## src/logic/one_shot_pkg.sv

```systemverilog
// Shared constants for the programmable one-shot pulse generator and its controller
`default_nettype none
package one_shot_pkg;
  localparam int unsigned CLK_PERIOD_NS    = 100;
  localparam int unsigned CODE_W           = 23;
  localparam int unsigned BASE_WIDTH_NS    = 100;
  localparam int unsigned STEP_WIDTH_NS    = 100;
  localparam int unsigned STEP_MIN_NS      = 20;
  localparam int unsigned STEP_MAX_NS      = 5000;
  localparam int unsigned FIRE_LATENCY_NS  = 10;
  localparam int unsigned REARM_GAP_NS     = 10;
  localparam int unsigned CLEAR_WIDTH_NS   = 10;
  // Least times round up, never below one cycle
  localparam int unsigned BASE_CYC =
    (BASE_WIDTH_NS + CLK_PERIOD_NS - 1) / CLK_PERIOD_NS;
  localparam int unsigned STEP_CYC =
    (STEP_WIDTH_NS + CLK_PERIOD_NS - 1) / CLK_PERIOD_NS;
  localparam int unsigned FIRE_LATENCY_CYC =
    (FIRE_LATENCY_NS + CLK_PERIOD_NS - 1) / CLK_PERIOD_NS;
  localparam int unsigned REARM_GAP_CYC =
    (REARM_GAP_NS + CLK_PERIOD_NS - 1) / CLK_PERIOD_NS;
  localparam int unsigned CLEAR_CYC =
    (CLEAR_WIDTH_NS + CLK_PERIOD_NS - 1) / CLK_PERIOD_NS;
  localparam int unsigned CNT_W  = 24;
  localparam int unsigned STEP_W = 8;
  localparam logic [CNT_W-1:0] CNT_RESET  = 24'h000000;
  localparam logic [STEP_W-1:0] STEP_RESET = 8'h00;
  typedef enum logic [2:0] {
    ST_IDLE  = 3'b001,
    ST_PULSE = 3'b010,
    ST_REARM = 3'b100
  } shot_state_t;
endpackage
`default_nettype wire

```

## src/logic/one_shot_if.sv

```systemverilog
// Link between the controller and the one-shot pulse generator
`timescale 1ns/1ps
`default_nettype none
interface one_shot_if;
  logic                                 fire_input;
  logic                                 clear_line;
  logic [one_shot_pkg::CODE_W-1:0]      width_code;
  logic                                 pulse_out;
  modport generator (input fire_input, input clear_line, input width_code,
                     output pulse_out);
  modport controller (output fire_input, output clear_line, output width_code,
                      input pulse_out);
endinterface
`default_nettype wire

```

## src/logic/one_shot_gen.sv

```systemverilog
// Programmable one-shot pulse generator, device end
//
// Notes on behaviour
// - Width is base plus code times step
// - Width grows monotonically across all codes
// - Step width fixed at build time
// - Trigger rising edge starts pulse after latency
// - Triggers ignored while pulse high
// - Rearm gap after pulse before new trigger
// - Clear high forces low and rearms
// - Controller holds code stable during pulse
// - Power-up may ignore triggers, then normal
// - Controller pulses clear at power-up
`timescale 1ns/1ps
`default_nettype none
module one_shot_gen (
  input  wire logic                    i_mclk,
  input  wire logic                    i_rst_n,
  one_shot_if.generator                link
);
  import one_shot_pkg::*;

  // ****************************************
  // Trigger edge detect
  // ****************************************
  logic                 fire_prev;
  shot_state_t          state;
  shot_state_t          next_state;
  logic [CNT_W-1:0]     steps;
  logic [STEP_W-1:0]    sub;
  logic [STEP_W-1:0]    gap;
  logic                 fire_edge;
  logic                 base_done;
  logic                 step_end;
  logic                 in_base;
  logic                 pulse_end;

  assign fire_edge  = link.fire_input & ~fire_prev;
  assign step_end   = (sub == STEP_W'(STEP_CYC - 1));
  assign base_done  = (sub >= STEP_W'(BASE_CYC - 1));

  // ****************************************
  // Pulse sequencer
  // ****************************************
  // Base part counted first, then one step per code unit
  // Code is read live, not latched, so the controller must hold it
  // Zero code ends after base; otherwise after code full steps
  assign pulse_end = (state == ST_PULSE) &&
                     ((in_base && base_done && link.width_code == '0) ||
                      (!in_base && step_end &&
                       ({1'b0, link.width_code} <= steps + CNT_W'(1))));

  always_comb begin
    next_state = state;
    case (state)
      ST_IDLE:  if (fire_edge) next_state = ST_PULSE;
      ST_PULSE: if (pulse_end) next_state = ST_REARM;
      ST_REARM: if (gap >= STEP_W'(REARM_GAP_CYC - 1)) next_state = ST_IDLE;
      default:  next_state = ST_IDLE;
    endcase
  end

  always_ff @(posedge i_mclk) begin
    if (!i_rst_n || link.clear_line) begin
      state     <= ST_IDLE;
      fire_prev <= 1'b1;
      steps     <= CNT_RESET;
      sub       <= STEP_RESET;
      gap       <= STEP_RESET;
      in_base   <= 1'b1;
    end else begin
      fire_prev <= link.fire_input;
      state     <= next_state;
      case (state)
        ST_IDLE: begin
          sub     <= STEP_RESET;
          steps   <= CNT_RESET;
          in_base <= 1'b1;
          gap     <= STEP_RESET;
        end
        ST_PULSE: begin
          if (pulse_end) begin
            sub <= STEP_RESET;
          end else if (in_base) begin
            if (base_done) begin
              in_base <= 1'b0;
              sub     <= STEP_RESET;
            end else begin
              sub <= sub + STEP_W'(1);
            end
          end else if (step_end) begin
            sub   <= STEP_RESET;
            steps <= steps + CNT_W'(1);
          end else begin
            sub <= sub + STEP_W'(1);
          end
        end
        ST_REARM: begin
          gap <= gap + STEP_W'(1);
        end
        default: state <= ST_IDLE;
      endcase
    end
  end

  // Output follows state directly so clear drops it on the same edge
  assign link.pulse_out = (state == ST_PULSE);
endmodule
`default_nettype wire

```

## src/flat_wrapper.sv

```systemverilog
// flat-port wrapper written by rule: the top's interface ports become plain ports
module one_shot_gen_flat import one_shot_pkg::*;
  (i_mclk, i_rst_n, link_fire_input, link_clear_line, link_width_code, link_pulse_out);
  one_shot_if link_i ();
  input  wire logic i_mclk;
  input  wire logic i_rst_n;
  input wire logic [$bits(link_i.fire_input)-1:0] link_fire_input;
  input wire logic [$bits(link_i.clear_line)-1:0] link_clear_line;
  input wire logic [$bits(link_i.width_code)-1:0] link_width_code;
  output wire logic [$bits(link_i.pulse_out)-1:0] link_pulse_out;
  assign link_i.fire_input = link_fire_input;
  assign link_i.clear_line = link_clear_line;
  assign link_i.width_code = link_width_code;
  assign link_pulse_out = link_i.pulse_out;
  one_shot_gen u_core (.i_mclk(i_mclk), .i_rst_n(i_rst_n), .link(link_i));
endmodule
```

## config.mk

```make
export PLATFORM = sky130hd
export DESIGN_NAME = one_shot_gen_flat
export DESIGN_NICKNAME = d
export VERILOG_FILES = /design/src/logic/one_shot_pkg.sv /design/src/logic/one_shot_if.sv /design/src/logic/one_shot_gen.sv /design/src/flat_wrapper.sv
export SDC_FILE = /design/constraint.sdc
export NUM_CORES = 1
export LEC_CHECK = 0
export BUFFER_PORTS_ARGS = -buffer_cell sky130_fd_sc_hd__buf_4
export CORE_UTILIZATION = 64
export DETAILED_ROUTE_END_ITERATION = 10
export PLACE_DENSITY_LB_ADDON = 0.08
export RECOVER_POWER = 100
export REMOVE_ABC_BUFFERS = 1
export SYNTH_ARGS = -nofsm -noshare
export SYNTH_HDL_FRONTEND = slang
export SYNTH_SLANG_ARGS = --single-unit
```

## constraint.sdc

```tcl
create_clock -name i_mclk -period 9.75 [get_ports i_mclk]
set_input_delay 0 -clock i_mclk [delete_from_list [all_inputs] [get_ports i_mclk]]
set_output_delay 0 -clock i_mclk [all_outputs]
set_load 0.03 [all_outputs]
```

### Word level (Yosys, flattened, before mapping)

Cells that the tools add are included.

* output and inout port bits: 1
* memories kept: 0
* latch bits: 0
* bits in registers: 45
* input port bits: 27
* bits in writable memories: 0
* memory bits (read-only): 0
* logic and storage cells: 60

* $lt $le $gt $ge: 3
* equality and inequality tests: 8
* muxes and demuxes: 18
* shifts and indexed selects: 0
* $mul: 0
* reductions and logical operators: 19
* divide/modulo/power cells: 0
* bitwise gates (word level): 3
* $add $sub $neg: 3

Operators with widths (count)
* $mux W24: 3
* $pmux W24 S2: 1
* $mux W8: 4
* $pmux W8 S2: 2
* $add A24 B1 Y24 const B: 1
* $le A23 B24 Y1: 1
* $logic_not A23 Y1: 1
* $add A8 B1 Y8 const B: 2
* $ge A8 B1 Y1 const B: 2
* $mux W3: 3
* $logic_not A8 Y1: 1
* $ne A2 B1 Y1 const B: 3
* $pmux W3 S2: 1
* $logic_and A1 B1 Y1: 5
* $ne A2 B2 Y1 const B: 2
* $reduce_and A4 Y1: 1
* $reduce_bool A2 Y1: 2
* $eq A3 B1 Y1 const B: 1
* $eq A3 B2 Y1 const B: 1
* $eq A3 B3 Y1 const B: 1
* $mux W1: 3
* $reduce_and A3 Y1: 1
* $reduce_bool A3 Y1: 1
* $reduce_or A3 Y1: 1
* other kinds (7): 10

### Longest topological paths before layout

Gate-level depths: netlist of the first run.

* word-level depth: 7
* depth in mapped cells: 17
* mapped depth without buffers: 15

### Worst setup path before layout of the first run

OpenSTA, ideal clock, no wires.

* path kind: reg2reg
* start point: register u_core.steps[0]
* end point: register u_core.steps[21]
* cell stages (with the launch flop): 18
* setup slack: 5.831 ns
* path buffers: 2
* arrival time: 3.844 ns
* period minus slack after synthesis: 3.919 ns
* cell sequence: dfxtp_1 > ha_1 > nand3_1 > nor3_1 > nand4_1 > or2_1 > buf_2 > xor2_1 > ha_1 > a21o_1 > a221o_1 > a221oi_2 > nand2b_1 > and4_4 > and2_4 > buf_6 > a211o_1 > a31oi_1

* longest elaborated chain between the ends: 7

Ends and longest elaborated chain
* start, declared: RTL line one_shot_gen.sv:29 `logic [CNT_W-1:0] steps;`
* start signal, assigned: RTL line one_shot_gen.sv:93 `steps <= steps + CNT_W'(1);`
* $add A24 B1 Y24 (*): RTL line one_shot_gen.sv:51, one_shot_gen.sv:93
* $le A23 B24 Y1: RTL line one_shot_gen.sv:51 `({1'b0, link.width_code} <= steps + CNT_W'(1))));`
* $logic_and A1 B1 Y1: RTL line one_shot_gen.sv:50 `(!in_base && step_end &&`
* $logic_or A1 B1 Y1: RTL line one_shot_gen.sv:49 `((in_base && base_done && link.width_code == '0) ||`
* $logic_and A1 B1 Y1: RTL line one_shot_gen.sv:48 `assign pulse_end = (state == ST_PULSE) &&`
* $ne A2 B2 Y1 (no line)
* $reduce_and A4 Y1 (no line)

Every way passes the cells marked *; elsewhere a longest branch is shown, timed or not. The select of a mux whose other input is x is not followed.
A chain may end at the register's enable or synchronous reset.

### Final worst setup path of the first run

* start point: register u_core.steps[0]
* end point: register u_core.steps[13]

The elaborated chain is that of the path after synthesis.

==> flow_metrics.env, run 1 <==
export IMPL_gp_congestion=0.9184
export IMPL_worstMarginPinSlew_ns=1.123
export IMPL_syn_to_final_growth_pct=10.52
export IMPL_antenna_found_initial=0
export IMPL_grt_pass1_wl_um=11270
export IMPL_synth_area_leaders="dfxtp_1 27%, ha_1 12%, o21ai_0 5.5%"
export IMPL_final_hold_viol_count=0
export IMPL_die_area_um2=4541
export IMPL_drive_above_1_share_pct=12.23
export IMPL_place_hpwl_um=5209
export IMPL_timing_reg2reg_setup_slack_ns=4.23
export IMPL_num_vias=2750
export IMPL_worstSetupPathType="reg2reg"
export IMPL_finalSetupTns_ns=0
export IMPL_drtPass1Iterations=5
export IMPL_crit_fanout=14
export IMPL_ir_drop_mv=0.1183
export IMPL_relSlewSlack_pct=25.15
export IMPL_grt_pass1_vias=2450
export IMPL_cts_buffers_inserted=5
export IMPL_p_clk_share_pct=40.0
export IMPL_pre_cts_ws_ns=4.953
export IMPL_maxSlewViolCount=0
export IMPL_dpl_cell_area_um2=2930
export IMPL_p_per_area_nw_per_um2=99.17
export IMPL_ys_types=51
export IMPL_synth_edff_count=0
export IMPL_start_kind="register"
export IMPL_fin_crit_ns=5.522
export IMPL_yosysSeqAreaShare_pct=27.07
export IMPL_combPwrFrac_pct=9.5
export IMPL_grt_max_degree=21
export IMPL_final_antenna_net_count=0
export IMPL_htreeDepth=2
export IMPL_holdCritPathClass="in2reg"
export IMPL_die_y_um=67.39
export IMPL_wl_per_cell_um=16.95
export IMPL_mostFrequentLayoutCell="dfxtp_1"
export IMPL_status="completed"
export IMPL_cap_violations=0
export IMPL_finalSetupViolations=0
export IMPL_setup_slack_ns=4.228
export IMPL_crit_end="u_core.steps[13]$_SDFFE_PP0P_"
export IMPL_cts_root_buf="clkbuf_8"
export IMPL_yosys_area_top_type_share_pct=27.07
export IMPL_ctsLongestPathBuffers=2
export IMPL_grt_overflow=0
export IMPL_critPathArrivalTime_ns=5.72
export IMPL_finalInstanceArea_um2=3024
export IMPL_power_leakage_nw=1.062
export IMPL_num_rows=23
export IMPL_viasPerCell=6.579
export IMPL_reg2reg_to="u_core.steps[13]$_SDFFE_PP0P_"
export IMPL_start_util_pct=67.44
export IMPL_end_kind="register"
export IMPL_synth_avg_cell_area_um2=7.863
export IMPL_fin_skew_ns=0.005213
export IMPL_max_freq_mhz=181.1
export IMPL_seqPwrFrac_pct=50.5
export IMPL_switching_share_pct=23.61
export IMPL_cts_sinks=37
export IMPL_core_area_um2=4058
export IMPL_finalCritPeriodShare_pct=56.64
export IMPL_cts_setup_buffers=0
export IMPL_final_cell_mix="37 x dfxtp_1, 30 x o21ai_0, 27 x nand2_1, 27 x buf_4, 26 x ha_1"
export IMPL_grt_total_usage_pct=33.71
export IMPL_r2r_start="u_core.steps[0]$_SDFFE_PP0P_"
export IMPL_rsz0062_at_grt="false"
export IMPL_io_buffers=27
export IMPL_ioPinCount=28
export IMPL_critPathRequiredTime_ns=9.95
export IMPL_clk_pin_slew_worst_paths_ns=0.07
export IMPL_ys_warn_count=0
export IMPL_hp_start="link_clear_line"
export IMPL_syn_inst=348
export IMPL_n_antenna_cell=0
export IMPL_intPower_uw=229.1
export IMPL_fin_nets=420
export IMPL_synthArstFlopShare_pct=0
export IMPL_wl_um=7085
export IMPL_die_w_um=67.39
export IMPL_rr_worst_depth=14
export IMPL_cts_tree="done"
export IMPL_dr_first_iter_drc_count=249
export IMPL_drc=0
export IMPL_worstSetupStartpoint="u_core.steps[0]$_SDFFE_PP0P_"
export IMPL_synth_ff_type="dfxtp_1"
export IMPL_clk_latency_ns=0.29
export IMPL_synth_seq_cells=37
export IMPL_synth_area_um2=2736
export IMPL_power_switching_uw=70.81
export IMPL_synth_top_area_cell="dfxtp_1"
export IMPL_fin_util_pct=74.53
==> state kept, by name, indices dropped and copies added, names as in the netlist <==
register          flops
u_core.fire_prev      1
u_core.steps         24
u_core.in_base        1
u_core.state          3
u_core.sub            8
==> layer usage <==
metal	global-route usage [%]	vias to the layer above	wire, um
met5	0	-	0
met4	14.10	0	237
met3	8.108	28	557
met2	57.38	145	3359
met1	40.18	1255	2932
li1	-	1322	-
==> cells in the mapped netlist, types with 2 or more instances <==
cell type and instances:
a21oi_1 22, o31ai_1 2, clkbuf_1 10, nor2b_1 4, or3_1 5, ha_1 26, dfxtp_1 37, nor2_2 2
buf_2 6, and3_1 9, nor3b_1 5, xnor2_1 13, o21ai_0 30, xor2_1 9, nand2_2 2, nand3_1 20
a211o_1 2, o211ai_1 10, inv_1 13, a31oi_1 7, nor4_1 8, nand2b_1 8, nor3_1 7, or4b_2 2
nand2_1 26, o22ai_1 5, nand4_1 11, a41oi_1 3, a21o_1 2, and2_1 3, nor2_1 19
==> power groups by stage <==
stage / Sequential [mW] / Combinational (mW) / Clock, mW
after floorplan: 0.155 / 0.0134 / 0
after global placement: 0.155 / 0.0274 / 0
after detailed placement: 0.155 / 0.0281 / 0
after CTS: 0.151 / 0.0286 / 0.121
after global routing: 0.151 / 0.0318 / 0.127
final: 0.152 / 0.0285 / 0.120
==> stage by stage <==
step,hold slack [ns],power [mW],instances
finish,0.1128,0.2999,418
global route,0.1368,0.3105,418
CTS,0.1096,0.3007,418
detailed placement,0.1943,0.1831,409
global placement,0.1915,0.1825,409
floorplan,0.1015,0.1684,331
==> worst max-delay path: stages (launching register included) <==
cell	delay (ns)
dfxtp_1	0.42
ha_1	0.29
nand3_1	0.20
nor3_1	0.42
nand4_1	0.26
or2_0	0.39
xor2_1	0.19
ha_1	0.30
a21o_1	0.18
a221o_1	0.34
a221oi_1	0.48
o2111ai_1	0.34
a21oi_1	0.94
nor2_1	0.34
o32ai_1	0.33
==> worst min path at each step <==
stage                                              to  slack [ns]  depth (start not counted)
after floorplan           u_core.fire_prev$_SDFF_PP1_        0.10                          1
after global placement    u_core.fire_prev$_SDFF_PP1_        0.19                          2
after detailed placement  u_core.fire_prev$_SDFF_PP1_        0.19                          2
after CTS                 u_core.fire_prev$_SDFF_PP1_        0.11                          4
after global routing      u_core.fire_prev$_SDFF_PP1_        0.14                          4
final                     u_core.fire_prev$_SDFF_PP1_        0.11                          4
==> cell families after synthesis <==
group                      synth area share, %
AOI/OAI and AO/OA                        20.58
adders and majority gates                11.89
buffers and inverters                    4.801
and+or+nand+nor                          28.62
DFF                                      27.07
xor gates and xnor gates                 7.042
==> repair_timing <==
action | in CTS | in global routing
endpoints found under the hold margin | 1 | 0
gates resized for setup | 0 | 0
hold buffers | 1 | 0
==> cell type report <==
type                    instances  area (um^2)
clock buffers                   7        96.34
clock inverters                 1        5.005
fillers                       331         1033
inverters                      14        52.55
multi-input cells             280         1847
flip-flops and latches         37        740.7
well taps                      50        62.56
repair buffers                 29        220.2
Power figures use the tool's default switching activity.
==> run 2, diff against run 1 <==
--- a/config.mk
+++ b/config.mk
@@ -6,7 +6,7 @@
 export NUM_CORES = 1
 export LEC_CHECK = 0
 export BUFFER_PORTS_ARGS = -buffer_cell sky130_fd_sc_hd__buf_4
-export CORE_UTILIZATION = 64
+export CORE_UTILIZATION = 59
 export DETAILED_ROUTE_END_ITERATION = 10
 export PLACE_DENSITY_LB_ADDON = 0.08
 export RECOVER_POWER = 100
==> constraint.sdc (replaced) <==
create_clock -name i_mclk -period 5.1 [get_ports i_mclk]
set_input_delay 0 -clock i_mclk [delete_from_list [all_inputs] [get_ports i_mclk]]
set_output_delay 0 -clock i_mclk [all_outputs]
set_load 0.03 [all_outputs]
==> run 2 against run 1 <==
Effect of this change: cell area increased by 1.5%; clock power increased by 130%; first-iteration DRC count increased by 27%; count of clock-buffer cells in the layout decreased by 1; sequential power increased by 91%; utilization decreased by 5.0 points; maximum frequency increased by 16%; highest routed layer unchanged.
==> flow_metrics.env, run 2 (synthesized netlist as in run 1, its figures left out) <==
export IMPL_crit_cells=15
export IMPL_p_clk_share_pct=44.0
export IMPL_max_freq_mhz=210.8
export IMPL_cts_tree="done"
export IMPL_cap_violations=0
export IMPL_gp_congestion=0.9101
export IMPL_crit_top_cell="ha_1"
export IMPL_mostFrequentLayoutCell="dfxtp_1"
export IMPL_fin_nets=422
export IMPL_clk_pin_slew_worst_paths_ns=0.08
export IMPL_start_util_pct=61.99
export IMPL_rsz0062_at_grt="false"
export IMPL_cts_repair_resize_count=0
export IMPL_finalCritPeriodShare_pct=93.01
export IMPL_wl_per_cell_um=17.46
export IMPL_relSlewSlack_pct=30.15
export IMPL_intPower_uw=475.5
export IMPL_crit_fanout=8
export IMPL_htreeDepth=2
export IMPL_regMostFlops="u_core.steps"
export IMPL_dr_first_iter_drc_count=317
export IMPL_maxSlewViolCount=0
export IMPL_combPwrFrac_pct=9.2
export IMPL_drive_above_1_share_pct=13.24
export IMPL_fin_crit_ns=4.743
export IMPL_drtPass1Iterations=5
export IMPL_dpl_cell_area_um2=2948
export IMPL_grt_total_usage_pct=31.33
export IMPL_viasPerCell=6.427
export IMPL_die_w_um=70.10
export IMPL_syn_to_final_growth_pct=12.16
export IMPL_cts_setup_buffers=0
export IMPL_final_antenna_net_count=0
export IMPL_cts_root_buf="clkbuf_8"
export IMPL_final_hold_viol_count=0
export IMPL_status="completed"
export IMPL_critPathArrivalTime_ns=4.96
export IMPL_rr_worst_depth=15
export IMPL_start_kind="register"
export IMPL_final_cell_mix="37 x dfxtp_1, 30 x o21ai_0, 28 x buf_4, 27 x nand2_1, 26 x ha_1"
export IMPL_pre_cts_ws_ns=0.5966
export IMPL_critPathRequiredTime_ns=5.31
export IMPL_clk_latency_ns=0.30
export IMPL_grt_pass1_vias=2583
export IMPL_antenna_found_initial=0
export IMPL_ioPinCount=28
export IMPL_finalSetupTns_ns=0
export IMPL_holdCritPathClass="in2reg"
export IMPL_setup_slack_ns=0.3567
export IMPL_hold_path_depth=4
export IMPL_cts_buffers_inserted=5
export IMPL_crit_chain="ha_1 -> nand3_1 -> nor3_1 -> nand4_1 -> or2_0 -> xor2_1 -> ha_1 -> a21o_1 -> a221o_1 -> a221oi_2 -> o2111ai_1 -> a21oi_2 -> clkbuf_1 -> o21ai_0 -> a31oi_1"
export IMPL_path_buf_inv=1
export IMPL_crit_slowest_cell="dfxtp_1"
export IMPL_finalSetupViolations=0
export IMPL_worstMarginPinSlew_ns=1.048
export IMPL_num_rows=24
export IMPL_die_y_um=70.10
export IMPL_largest_reg_flops=24
export IMPL_ir_drop_mv=0.1716
export IMPL_place_hpwl_um=5508
export IMPL_num_vias=2712
export IMPL_end_kind="register"
export IMPL_seqPwrFrac_pct=46.8
export IMPL_grt_pass1_wl_um=12150
export IMPL_power_switching_uw=142.5
export IMPL_p_per_area_nw_per_um2=201.4
export IMPL_ctsLongestPathBuffers=2
export IMPL_worstSetupPathType="reg2reg"
export IMPL_finalInstanceArea_um2=3069
export IMPL_largestRegisters="u_core.steps x24, u_core.sub x8, u_core.state x3"
export IMPL_core_area_um2=4414
export IMPL_grt_overflow=0
export IMPL_switching_share_pct=23.06
export IMPL_drc=0
export IMPL_path_delay_family="compound AO/OA/AOI/OAI gates"
export IMPL_fin_skew_ns=0.008338
export IMPL_n_antenna_cell=0
export IMPL_io_buffers=27
export IMPL_whs_ns=0.1276
export IMPL_cp_slowest_stage_delay_ns=0.41
export IMPL_cts_sinks=37
export IMPL_grt_max_degree=21
export IMPL_power_leakage_nw=1.076
export IMPL_fillers=379
export IMPL_wl_um=7367
export IMPL_die_area_um2=4914
## run 2: tightest hold or removal path, stage by stage
cell and delay [ns]:
buf_4 0.08, nor2b_1 0.04, buf_4 0.19, nand2b_1 0.08
## run 2: per-stage QoR
step / instances / util, % / power, mW
2_1_floorplan: 331 / - / 0.3219
3_3_place_gp: 413 / 66.78 / 0.3504
3_5_place_dp: 413 / 66.78 / 0.3521
4_1_cts: 422 / 69.73 / 0.6191
5_1_grt: 422 / 69.53 / 0.6377
6_report: 422 / 69.53 / 0.6180
## run 2: layout make-up
type	count	area, um^2	share of cell area, %
Clock buffer	6	82.58	2.691
Clock inverter	2	37.54	1.223
Sequential cell	37	740.7	24.13
Multi-Input combinational cell	280	1859	60.58
Inverter	14	52.55	1.712
Tap cell	52	65.06	2.120
Timing Repair Buffer	31	231.5	7.542
## run 2: worst paths after layout
path / startpoint / end / slack, ns
worst max register to register: u_core.steps[0]$_SDFFE_PP0P_ / u_core.steps[18]$_SDFFE_PP0P_ / 0.36
worst max-delay path: u_core.steps[0]$_SDFFE_PP0P_ / u_core.steps[18]$_SDFFE_PP0P_ / 0.36
worst min-delay path: link_clear_line / u_core.fire_prev$_SDFF_PP1_ / 0.13
worst min register to register: u_core.steps[23]$_SDFFE_PP0P_ / u_core.steps[23]$_SDFFE_PP0P_ / 0.51
## run 2: repair_timing
action	CTS	global route
setup endpoints to repair	0	0
hold buffers	1	0
endpoints found under the hold margin	1	0
## run 2: power groups by stage
| stage | clock network (mW) | registers (mW) | logic [mW] |
|---|---|---|---|
| after detailed placement | 0 | 0.296 | 0.0557 |
| after global routing | 0.285 | 0.290 | 0.0633 |
| after CTS | 0.273 | 0.290 | 0.0566 |
| after floorplan | 0 | 0.296 | 0.0256 |
| after global placement | 0 | 0.296 | 0.0540 |
| final | 0.272 | 0.290 | 0.0568 |
## run 2: routing by layer
metal	up-vias	wire [um]	GRT usage [%]
met5	-	0	0
met4	0	128	9.556
met3	11	483	8.369
met2	107	3600	53.85
met1	1269	3155	38.04
li1	1325	-	-
